File: config.mk
export PLATFORM = sky130hd
export DESIGN_NAME = pmc_top
export DESIGN_NICKNAME = d
export VERILOG_FILES = /design/src/pmc_pkg.sv /design/src/pmc_sync3.sv /design/src/pmc_osc_timer.sv /design/src/pmc_top.sv
export SDC_FILE = /design/constraint.sdc
export NUM_CORES = 1
export LEC_CHECK = 0
export ABC_AREA = 1
export BUFFER_PORTS_ARGS = -buffer_cell sky130_fd_sc_hd__buf_2
export CORE_ASPECT_RATIO = 1.1
export CORE_UTILIZATION = 52
export CTS_BUF_LIST = sky130_fd_sc_hd__clkbuf_4 sky130_fd_sc_hd__clkbuf_8 sky130_fd_sc_hd__clkbuf_16
export DETAILED_ROUTE_END_ITERATION = 8
export PLACE_DENSITY = 0.83
export RECOVER_POWER = 25
export REMOVE_ABC_BUFFERS = 1
export SKIP_LAST_GASP = 1
export SYNTH_ARGS = -nofsm -noshare
export SYNTH_HDL_FRONTEND = slang
export SYNTH_SLANG_ARGS = --single-unit
File: constraint.sdc
create_clock -name ref_clk_in -period 2.44 [get_ports ref_clk_in]
set_input_delay 0.244 -clock ref_clk_in [delete_from_list [all_inputs] [get_ports ref_clk_in]]
set_output_delay 0.244 -clock ref_clk_in [all_outputs]
set_load 0.005 [all_outputs]
File: src/pmc_pkg.sv
/*
  Package of the power mode controller: register map, field positions,
  reset values, mode encoding and the oscillator settle count.
  Assumes a single 200 MHz system clock and an APB register bus.
*/
package pmc_pkg;

  // ************************************************************
  // register map
  // ************************************************************
  localparam int PMC_ADDR_W = 12;
  localparam logic [PMC_ADDR_W-1:0] PMC_OFS_CSR = 12'h000;
  localparam logic [7:0] PMC_CSR_RESET = 8'h00;
  localparam logic [31:0] PMC_RD_ZERO = 32'h00000000;

  // ************************************************************
  // field positions in power_mode_control_status
  // ************************************************************
  localparam int PMC_BIT_PSM = 0;
  localparam int PMC_BIT_DHF = 1;
  localparam int PMC_BIT_IDLE = 2;
  localparam int PMC_BIT_HALT = 3;
  localparam int PMC_BIT_RSV = 4;
  localparam int PMC_BIT_WBPS = 5;
  localparam int PMC_BIT_HFG = 6;
  localparam int PMC_BIT_LFG = 7;

  // ************************************************************
  // main oscillator settle timer
  // ************************************************************
  localparam int PMC_TMR_W = 14;
  localparam logic [PMC_TMR_W-1:0] PMC_MAIN_GOOD_PRESET = 14'h3FFF;
  localparam logic [PMC_TMR_W-1:0] PMC_TMR_ONE = 14'h0001;
  localparam logic [PMC_TMR_W-1:0] PMC_TMR_ZERO = 14'h0000;

  // ************************************************************
  // types
  // ************************************************************
  typedef enum logic [1:0] {
    PMC_ACTIVE = 2'b00,
    PMC_PSAVE = 2'b01,
    PMC_IDLE = 2'b10,
    PMC_HALT = 2'b11
  } pmc_mode_t;

  // software-writable fields of the control/status register
  typedef struct packed {
    logic wait_before_power_save;
    logic halt_request;
    logic idle_request;
    logic hf_osc_disable;
    logic power_save_request;
  } pmc_ctrl_t;

endpackage : pmc_pkg

File: src/pmc_sync3.sv
/*
  Three-stage synchroniser with agreement filter for one level.
  Assumes the input is asynchronous to ref_clk_in.
*/
`timescale 1ns/1ps
`default_nettype none
module pmc_sync3 (
  // clock and reset
  input wire logic ref_clk_in,
  input wire logic rst_in,
  // level
  input wire logic async_in,
  output logic sync_out
);
  logic s1_q;
  logic s2_q;
  logic s3_q;

  // s1_q is read by s2_q only, to contain metastability
  always_ff @(posedge ref_clk_in) begin
    if (rst_in) begin
      s1_q <= 1'b0;
      s2_q <= 1'b0;
      s3_q <= 1'b0;
    end else begin
      s1_q <= async_in;
      s2_q <= s1_q;
      s3_q <= s2_q;
    end
  end

  always_ff @(posedge ref_clk_in) begin
    if (rst_in) begin
      sync_out <= 1'b0;
    end else if (s2_q == s3_q) begin
      sync_out <= s3_q;
    end
  end
endmodule : pmc_sync3
`default_nettype wire

File: src/pmc_osc_timer.sv
/*
  Main oscillator settle timer: preset while the oscillator is stopped,
  counts down once it runs, and flags the clock good at zero.
  Assumes stop_in comes from a flop on the same clock.
*/
`timescale 1ns/1ps
`default_nettype none
module pmc_osc_timer
  import pmc_pkg::*;
#(
  parameter logic [PMC_TMR_W-1:0] PRESET = PMC_MAIN_GOOD_PRESET
) (
  // clock and reset
  input wire logic ref_clk_in,
  input wire logic rst_in,
  // oscillator control and status
  input wire logic stop_in,
  output logic good_out
);
  logic [PMC_TMR_W-1:0] cnt_q;

  always_ff @(posedge ref_clk_in) begin
    if (rst_in || stop_in) begin
      cnt_q <= PRESET;
    end else if (cnt_q != PMC_TMR_ZERO) begin
      cnt_q <= cnt_q - PMC_TMR_ONE;
    end
  end

  always_ff @(posedge ref_clk_in) begin
    if (rst_in) begin
      good_out <= 1'b0;
    end else begin
      good_out <= !stop_in && (cnt_q == PMC_TMR_ZERO);
    end
  end
endmodule : pmc_osc_timer
`default_nettype wire

File: src/pmc_top.sv
/*
  Power mode controller: one byte-wide control/status register on APB,
  mode sequencing between Active, Power Save, Idle and Halt, and the
  stop signal of the main oscillator with its settle timer.
  Assumes WAIT, wake-up and interrupt acknowledge are one-cycle pulses on
  ref_clk_in, and that the slow oscillator good and crystal detect are pins.
*/
// Chosen here: the APB slave port and the placing of the registers.
// Functional notes
// - reset clears every non-reserved register bit; device starts Active
// - power_save_request zero means Active; one requests Power Save
// - software sets or clears power_save_request; wake-up clears it
// - hf_osc_disable stops oscillator only in Power Save/Idle; Halt stops always
// - wake-up clears hf_osc_disable, restarting the fast oscillator
// - idle_request enters Idle on WAIT; from Active needs wait_before_power_save
// - halt_request enters Halt on WAIT; from Active needs wait_before_power_save
// - wake-up clears idle and halt requests and returns to Active
// - without wait flag, Power Save starts at once; bit reads one when done
// - with wait flag, Power Save at next WAIT; bit reads one at once
// - hf_clock_good shows fast clock stable; Active entered only then
// - lf_clock_good is sampled selection of main or slow oscillator good
// - Active to Power Save or Idle needs lf_clock_good; Halt does not
// - Idle and Halt entered only from Active or Power Save
// - oscillator stops only after Power Save, Idle or Halt is entered
// - writing zero in Power Save returns Active; bit changes when done
// - wake-up: clear disable, wait for fast clock good, then Active
// - a transition waits while its target clock is not good
// - without slow crystal, oscillator stops only in Halt
// - without slow crystal, wake to Active on fast clock; Power Save still allowed
// - a wake-up stays latched until interrupt acknowledge or reset
// - stopping the oscillator presets a 14-bit settle timer; good at zero
`timescale 1ns/1ps
`default_nettype none
module pmc_top
  import pmc_pkg::*;
#(
  parameter logic [PMC_TMR_W-1:0] MAIN_GOOD_PRESET = PMC_MAIN_GOOD_PRESET
) (
  // clock and reset
  input wire logic ref_clk_in,
  input wire logic rst_in,
  // apb slave
  input wire logic psel_in,
  input wire logic penable_in,
  input wire logic pwrite_in,
  input wire logic [PMC_ADDR_W-1:0] paddr_in,
  input wire logic [31:0] pwdata_in,
  output logic [31:0] prdata_out,
  output logic pready_out,
  output logic pslverr_out,
  // cpu core and wake-up logic
  input wire logic wait_exec_in,
  input wire logic wake_event_in,
  input wire logic intr_ack_in,
  // dual clock module
  input wire logic slow_src_xtal_in,
  input wire logic slow_osc_good_in,
  input wire logic slow_crystal_detect_in,
  output logic stop_main_osc_out,
  // mode status
  output pmc_mode_t mode_out,
  output logic wake_pending_out
);

  // ************************************************************
  // helpers
  // ************************************************************
  // clock needed by each target mode; halt needs none
  function automatic logic clk_ok(input pmc_mode_t tgt, input logic hf, input logic lf);
    case (tgt)
      PMC_ACTIVE: clk_ok = hf;
      PMC_PSAVE: clk_ok = lf;
      PMC_IDLE: clk_ok = lf;
      default: clk_ok = 1'b1;
    endcase
  endfunction : clk_ok

  // ************************************************************
  // declarations
  // ************************************************************
  pmc_ctrl_t ctrl_q;
  pmc_mode_t mode_q;
  pmc_mode_t tgt_q;
  logic pend_q;
  logic wake_q;
  logic stop_q;
  logic hf_good_q;
  logic lf_good_q;
  logic pready_q;
  logic pslverr_q;
  logic [31:0] prdata_q;
  logic main_good;
  logic slow_good_s;
  logic xtal_s;
  logic addr_hit;
  logic acc_done;
  logic wr_csr;
  logic redirect;
  logic complete;
  logic [7:0] csr_rd;

  // ************************************************************
  // pin inputs and settle timer
  // ************************************************************
  pmc_sync3 u_sync_slow_good (
    .ref_clk_in(ref_clk_in),
    .rst_in(rst_in),
    .async_in(slow_osc_good_in),
    .sync_out(slow_good_s)
  );

  // the crystal detect pin must be tied low when no slow crystal is fitted
  pmc_sync3 u_sync_xtal (
    .ref_clk_in(ref_clk_in),
    .rst_in(rst_in),
    .async_in(slow_crystal_detect_in),
    .sync_out(xtal_s)
  );

  pmc_osc_timer #(
    .PRESET(MAIN_GOOD_PRESET)
  ) u_main_timer (
    .ref_clk_in(ref_clk_in),
    .rst_in(rst_in),
    .stop_in(stop_q),
    .good_out(main_good)
  );

  // ************************************************************
  // apb slave
  // ************************************************************
  assign addr_hit = (paddr_in == PMC_OFS_CSR);
  assign acc_done = psel_in && penable_in && pready_q;
  assign wr_csr = acc_done && pwrite_in && addr_hit;

  always_comb begin
    csr_rd = PMC_CSR_RESET;
    csr_rd[PMC_BIT_PSM] = ctrl_q.power_save_request;
    csr_rd[PMC_BIT_DHF] = ctrl_q.hf_osc_disable;
    csr_rd[PMC_BIT_IDLE] = ctrl_q.idle_request;
    csr_rd[PMC_BIT_HALT] = ctrl_q.halt_request;
    csr_rd[PMC_BIT_RSV] = 1'b0;
    csr_rd[PMC_BIT_WBPS] = ctrl_q.wait_before_power_save;
    csr_rd[PMC_BIT_HFG] = hf_good_q;
    csr_rd[PMC_BIT_LFG] = lf_good_q;
  end

  // one wait state: pready rises in the second access cycle
  always_ff @(posedge ref_clk_in) begin
    if (rst_in) begin
      pready_q <= 1'b0;
      pslverr_q <= 1'b0;
      prdata_q <= PMC_RD_ZERO;
    end else begin
      pready_q <= psel_in && penable_in && !pready_q;
      pslverr_q <= psel_in && penable_in && !pready_q && !addr_hit;
      if (psel_in && penable_in && !pready_q && !pwrite_in && addr_hit) begin
        prdata_q <= {24'h000000, csr_rd};
      end else begin
        prdata_q <= PMC_RD_ZERO;
      end
    end
  end

  // ************************************************************
  // clock status
  // ************************************************************
  always_ff @(posedge ref_clk_in) begin
    if (rst_in) begin
      hf_good_q <= 1'b0;
      lf_good_q <= 1'b0;
    end else begin
      hf_good_q <= main_good;
      lf_good_q <= slow_src_xtal_in ? slow_good_s : main_good;
    end
  end

  // ************************************************************
  // wake-up latch
  // ************************************************************
  // a new event wins over an acknowledge in the same cycle
  always_ff @(posedge ref_clk_in) begin
    if (rst_in) begin
      wake_q <= 1'b0;
    end else if (wake_event_in) begin
      wake_q <= 1'b1;
    end else if (intr_ack_in) begin
      wake_q <= 1'b0;
    end
  end

  // ************************************************************
  // mode sequencer
  // ************************************************************
  assign redirect = pend_q && wake_q && (tgt_q != PMC_ACTIVE);
  assign complete = pend_q && !redirect && clk_ok(tgt_q, hf_good_q, lf_good_q);

  always_ff @(posedge ref_clk_in) begin
    if (rst_in) begin
      mode_q <= PMC_ACTIVE;
      tgt_q <= PMC_ACTIVE;
      pend_q <= 1'b0;
    end else if (pend_q) begin
      if (redirect) begin
        tgt_q <= PMC_ACTIVE;
      end else if (complete) begin
        mode_q <= tgt_q;
        pend_q <= 1'b0;
      end
    end else if (wake_q) begin
      if (mode_q != PMC_ACTIVE) begin
        tgt_q <= PMC_ACTIVE;
        pend_q <= 1'b1;
      end
    end else begin
      case (mode_q)
        PMC_ACTIVE: begin
          if (wait_exec_in && ctrl_q.wait_before_power_save) begin
            if (ctrl_q.halt_request) begin
              tgt_q <= PMC_HALT;
              pend_q <= 1'b1;
            end else if (ctrl_q.idle_request) begin
              tgt_q <= PMC_IDLE;
              pend_q <= 1'b1;
            end else if (ctrl_q.power_save_request) begin
              tgt_q <= PMC_PSAVE;
              pend_q <= 1'b1;
            end
          end else if (wr_csr && pwdata_in[PMC_BIT_PSM] && !pwdata_in[PMC_BIT_WBPS]
                       && !ctrl_q.power_save_request) begin
            tgt_q <= PMC_PSAVE;
            pend_q <= 1'b1;
          end
        end
        PMC_PSAVE: begin
          if (wait_exec_in && ctrl_q.halt_request) begin
            tgt_q <= PMC_HALT;
            pend_q <= 1'b1;
          end else if (wait_exec_in && ctrl_q.idle_request) begin
            tgt_q <= PMC_IDLE;
            pend_q <= 1'b1;
          end else if (wr_csr && !pwdata_in[PMC_BIT_PSM]) begin
            tgt_q <= PMC_ACTIVE;
            pend_q <= 1'b1;
          end
        end
        default: begin
          pend_q <= 1'b0;
        end
      endcase
    end
  end

  // ************************************************************
  // control/status register fields
  // ************************************************************
  // one process owns the whole register so each field has a single driver;
  // power_save_request follows the mode once a switch completes, and a
  // wake-up clears the requests, winning over a write in that cycle
  always_ff @(posedge ref_clk_in) begin
    if (rst_in) begin
      ctrl_q.power_save_request <= 1'b0;
      ctrl_q.hf_osc_disable <= 1'b0;
      ctrl_q.idle_request <= 1'b0;
      ctrl_q.halt_request <= 1'b0;
      ctrl_q.wait_before_power_save <= 1'b0;
    end else begin
      if (wake_event_in) begin
        ctrl_q.power_save_request <= 1'b0;
      end else if (complete && tgt_q == PMC_PSAVE) begin
        ctrl_q.power_save_request <= 1'b1;
      end else if (complete && tgt_q == PMC_ACTIVE && mode_q == PMC_PSAVE) begin
        ctrl_q.power_save_request <= 1'b0;
      end else if (wr_csr && mode_q == PMC_ACTIVE && !pend_q) begin
        if (!pwdata_in[PMC_BIT_PSM]) begin
          ctrl_q.power_save_request <= 1'b0;
        end else if (pwdata_in[PMC_BIT_WBPS]) begin
          ctrl_q.power_save_request <= 1'b1;
        end
      end
      if (wake_event_in) begin
        ctrl_q.hf_osc_disable <= 1'b0;
        ctrl_q.idle_request <= 1'b0;
        ctrl_q.halt_request <= 1'b0;
      end else if (wr_csr) begin
        ctrl_q.hf_osc_disable <= pwdata_in[PMC_BIT_DHF];
        ctrl_q.idle_request <= pwdata_in[PMC_BIT_IDLE];
        ctrl_q.halt_request <= pwdata_in[PMC_BIT_HALT];
      end
      if (wr_csr) begin
        ctrl_q.wait_before_power_save <= pwdata_in[PMC_BIT_WBPS];
      end
    end
  end

  // ************************************************************
  // main oscillator control
  // ************************************************************
  // decided from the registered mode, so the oscillator stops only after
  // entry; a pending return to Active restarts it even if software forgot
  always_ff @(posedge ref_clk_in) begin
    if (rst_in) begin
      stop_q <= 1'b0;
    end else if (pend_q && tgt_q == PMC_ACTIVE) begin
      stop_q <= 1'b0;
    end else if (mode_q == PMC_HALT) begin
      stop_q <= 1'b1;
    end else if (mode_q == PMC_PSAVE || mode_q == PMC_IDLE) begin
      stop_q <= ctrl_q.hf_osc_disable && xtal_s;
    end else begin
      stop_q <= 1'b0;
    end
  end

  // ************************************************************
  // outputs
  // ************************************************************
  always_ff @(posedge ref_clk_in) begin
    if (rst_in) begin
      mode_out <= PMC_ACTIVE;
      wake_pending_out <= 1'b0;
    end else begin
      mode_out <= mode_q;
      wake_pending_out <= wake_q;
    end
  end

  assign stop_main_osc_out = stop_q;
  assign prdata_out = prdata_q;
  assign pready_out = pready_q;
  assign pslverr_out = pslverr_q;
endmodule : pmc_top
`default_nettype wire

Word-level counts from Yosys, hierarchy flattened
Index checks and enable logic that the tools add are counted.
- register bits: 74
- latch bits: 0
- bits in writable memories: 0
- bits in read-only memories: 0
- input port bits: 55
- output and inout port bits: 38
- word-level logic and storage cells: 137
- memories: 0
- add/sub/neg operators: 1
- $mul: 0
- div/mod/pow operators: 0
- order comparisons: 0
- equal/unequal tests: 13
- shift-type cells: 0
- muxes and demuxes: 38
- bitwise logic cells: 2
- reduce and logical (&&, ||, !) cells: 55
- operators with widths (operator ; number):
    logical AND 1 bit ; 27
    two-way mux 2 bit ; 12
    two-way mux 1 bit ; 23
    logical NOT 14 bit ; 1
    nonzero test 14 bit ; 1
    subtractor 14 x 1 -> 14 bit (second input constant) ; 1
    logical NOT 12 bit ; 1
    logical NOT 1 bit ; 9
    OR reduction 2 bit ; 4
    != test 7 bit (second input constant) ; 1
    equality test 2 bit (second input constant) ; 3
    != test 6 bit (second input constant) ; 1
    AND reduction 6 bit ; 1
    nonzero test 2 bit ; 3
    != test 5 bit (second input constant) ; 1
    equality test 2 x 1 -> 1 bit (second input constant) ; 2
    logical NOT 2 bit ; 2
    != test 4 x 1 -> 1 bit (second input constant) ; 1
    case mux 1 bit (2 select lines) ; 2
    case mux 2 bit (2 select lines) ; 1
    nonzero test 4 bit ; 1
    != test 3 x 2 -> 1 bit (second input constant) ; 1
    AND reduction 3 bit ; 1
    nonzero test 3 bit ; 1
    other kinds (5) ; 8

Depth between registers and ports, before layout
- depth after elaboration: 12
- depth in mapped cells: 12
- mapped depth without buffers: 12

By module
A second synthesis with hierarchy kept.
- cells, all modules: 329
- area, all modules: 2413.6 µm²
- modules (own cells, without submodules) (module ; instances ; cells each ; area each (µm²) ; seq. area each (µm²)):
    pmc_top ; 1 ; 192 ; 1403.8 ; 520.5
    pmc_osc_timer ; 1 ; 111 ; 767.0 ; 300.3
    pmc_sync3 ; 2 ; 13 ; 121.4 ; 80.1

Worst setup path before layout
Ideal clock, no wire load.
- path kind: register to register
- start: register tgt_q[0]
- end: register ctrl_q, in the netlist csr_rd[0]
- setup time: 0.115 ns
- data arrival time: 1.287 ns
- data required time: 2.325 ns
- setup slack: 1.038 ns
- stages on the path, launching flop included: 13
- path buffers: 0
- period minus slack after synthesis: 1.402 ns
- cells stage by stage: dfxtp_1 -> inv_1 -> ha_1 -> nand2_1 -> nand2_1 -> nand2_2 -> inv_2 -> nand3_2 -> nand2_1 -> inv_1 -> nand2_1 -> nand2_1 -> o21a_1
- longest elaborated chain between the ends: 9
- elaborated cells on any way between the ends: 18
- those cells by class: eq/ne: 3; mux: 3; reduce/logical: 12
- ends and longest elaborated chain (item ; line ; source):
    start, declared ; pmc_top.sv:83 ; pmc_mode_t tgt_q;
    start signal, assigned ; pmc_top.sv:201 ; tgt_q <= PMC_ACTIVE;
    start signal, assigned ; pmc_top.sv:205 ; tgt_q <= PMC_ACTIVE;
    start signal, assigned ; pmc_top.sv:212 ; tgt_q <= PMC_ACTIVE;
    parallel branches: the longest is 9 deep, another holds != test 4 x 1 -> 1 bit ; n/a ;
    end, declared ; pmc_top.sv:81 ; pmc_ctrl_t ctrl_q;
Several ways; the timed one is not identified.
A chain may end at the register's enable or synchronous reset.

Final worst setup path
Same ends and word-level chain as after synthesis.

==> results.txt <==
Largest net degree at the start of global routing: 18
Crit Path Class: reg -> reg
Post-route minimum period: 1600 ps
Leak: 1.32 nW
H-tree depth: 2
Hold Path Depth: 3
Area share of the largest cell type after synthesis: 0.413
Root Buffer: clkbuf_8
Sequential share of power: 0.585
DRT Pass-1 Iters: 4
CP most frequent cell: nand2_1
Fmax: 627 MHz
RePlAce Congestion: 0.868
Worst Setup Start Kind: flip-flop
Vias in the first global route: 1801
Drt drc: 0
Post_cts resized: 0
Layout area overhead: 10.8%
Layout cell share with drive strength beyond 1: 0.175
R2R cell count: 12
Die X: 66.4 µm
Post-synth cell types: 33
Clk sinks: 49
Worst-Skew Late Latency: 300 ps
Status: complete, no violations
Cell with the most instances after synthesis: nor2_1
Synth area leader: dfxtp_1
Switching share of power: 0.234
Number of buffers and inverters on the critical path: 3
Post-route ant nets: 0
CP Depth: 12
Crit path DAT: 1800 ps
Vias/cell: 4.69
Cts hold-fix bufs: 0
Syn avg cell area: 7.40 µm²
Final setup fails: 0
Slowest-stage cell, CP: dfxtp_1
CP Cell Sequence: inv_1, ha_1, nand2_1, nand2_1, nand2_2, inv_2, nand3_2, nand2_1, inv_1, nand2_1, nand2_1, o21a_1
Sw Pwr: 0.329 mW
Worst vdd ir: 0.287 mV
Slew margin rel.: 0.459
Ant. Diodes: 0
Initial antenna violation count: 0
Skew final: 6.31 ps
Worst hold path class: in -> reg
Fin nets: 427
Starting Density: 0.546
Critical Path Max Stage Delay: 410 ps
Register area share after synthesis: 0.413
# fillers: 426
Slew Limit Fails: 0
Power share of the combinational group: 0.073
Via count: 1969
Cell row count: 25
RSZ-0062 raised after global routing: no
Post-CTS setup buffer count: 0
Fin Setup TNS: 0 ps
Port Buf Inserts: 40
Clk pin slew, worst setup/hold paths: 90 ps
Post-layout util: 0.605
Clock power share: 0.342
Critical path endpoint category: flip-flop
Mapped Area: 2370 µm²
Ports: 93
Starting DRT DRC Count: 73
Total die area: 4840 µm²
CP max FO: 6
Max Root-Sink Buffers: 2
Core area: 4350 µm²
Max-Cap Viols: 0
Required @ worst endpoint: 2640 ps
Final cell count without fillers: 420
Total track usage: 0.197
Die height: 72.9 µm
Tcrit/Tclk final: 0.654
Least-Margin Pin Slew: 811 ps
Synth top area cells: dfxtp_1 41%, buf_4 7.9%, nor2_1 7.9%
Most instantiated cells after synthesis: 50 x nor2_1, 49 x dfxtp_1, 49 x nand2_1
Overflow after GRT: 0
Post-DR wirelength/cell: 10.4 µm
Yosys warnings: 0
Power Dens Cells: 535 nW/µm²
Routed WL: 4.35 mm
Post-synth EDFFs: 0
Inst Count DP: 412
Synthesized instance count: 321
Final hold violations: 0
Ys flop type: dfxtp_1
Crit-path leading delay family: simple AND/OR/NAND/NOR gates
CTS buffer count: 5
DP HPWL: 3.29 mm
Synth async-reset ratio: 0
Int Pwr: 1.08 mW
First-pass GRT wire length: 7.15 mm
CTS tree: done
Synthesized flop and latch total: 49
==> final timing paths <==
check	start	slack (ps)	end
setup / recovery	tgt_q[0]	840	csr_rd[0]
hold / removal	slow_osc_good_in	140	u_sync_slow_good.s1_q
setup reg to reg	tgt_q[0]	840	csr_rd[0]
hold reg to reg	u_sync_slow_good.s1_q	410	u_sync_slow_good.s2_q
==> worst min-delay path: cells and delay by family <==
family,cells,cell delay [ps]
and+or+nand+nor,1,60
buffers and inverters,2,100
==> power groups by stage <==
| stage | Clock, mW | Combinational, mW | Sequential, mW |
|---|---|---|---|
| global route | 0.518 | 0.123 | 0.824 |
| finish | 0.481 | 0.103 | 0.823 |
| floorplan | 0 | 0.0601 | 0.840 |
| detailed placement | 0 | 0.102 | 0.841 |
| global placement | 0 | 0.101 | 0.840 |
| CTS | 0.498 | 0.103 | 0.823 |
==> sequential cells by signal, indices dropped and copies added (netlist names), 2 cells and up <==
register	cells
prdata_out	7
mode_q	2
u_main_timer.cnt_q	14
tgt_q	2
csr_rd	5
mode_out	2
==> cells by family (layout without fill, tap and decap cells) <==
family / after synthesis / count (layout) / synth area share
and+or+nand+nor: 137 / 137 / 0.261
buffers and inverters: 79 / 100 / 0.164
DFF: 49 / 49 / 0.413
AOI/OAI and AO/OA: 43 / 43 / 0.105
adders and majority gates: 7 / 7 / 0.0369
xor gates and xnor gates: 5 / 5 / 0.0184
other: 1 / 25 / 0.00158
==> per-stage QoR <==
| step | hold WS [ps] | setup WS, ps | area [µm²] | total power, mW |
|---|---|---|---|---|
| detailed placement | 397 | 887 | 2540 | 0.944 |
| finish | 142 | 844 | 2630 | 1.41 |
| global route | 146 | 651 | 2630 | 1.46 |
| CTS | 129 | 853 | 2630 | 1.42 |
| floorplan | 315 | 1040 | 2270 | 0.900 |
| global placement | 389 | 918 | 2540 | 0.941 |
==> metal layers <==
metal / up-vias / routed length, µm / track usage
li1: 1056 / - / -
met1: 850 / 1920 / 0.214
met2: 59 / 2120 / 0.357
met3: 4 / 244 / 0.0453
met4: 0 / 76 / 0.0922
met5: - / 0 / 0
==> cell usage in the layout (no fill, tap or decap), drive strengths merged <==
master / netlist / routed
a21oi: 14 / 14
nor4: 5 / 5
a211oi: 2 / 2
nor3: 7 / 7
conb: 1 / 25
o21a: 1 / 1
ha: 7 / 7
clkinvlp: 0 / 1
clkbuf: 3 / 8
nand3: 15 / 15
buf: 25 / 40
o2111ai: 1 / 1
o21ai: 17 / 17
o211ai: 4 / 4
a31o: 1 / 1
o31ai: 1 / 1
inv: 51 / 51
xnor2: 2 / 2
xor2: 3 / 3
nand4: 5 / 5
dfxtp: 49 / 49
nor2: 53 / 53
a31oi: 2 / 2
nand2: 51 / 51
and3: 1 / 1
==> final cells by class <==
cell class / count / area, µm² / share of cell area
tap: 54 / 67.6 / 0.0257
multi-input combinational: 217 / 1090 / 0.416
sequential: 49 / 981 / 0.373
clock inverter: 1 / 7.51 / 0.00285
timing repair buffer: 41 / 206 / 0.0785
inverter: 51 / 191 / 0.0728
clock buffer: 7 / 83.8 / 0.0319
(Power assumes the default switching activity.)
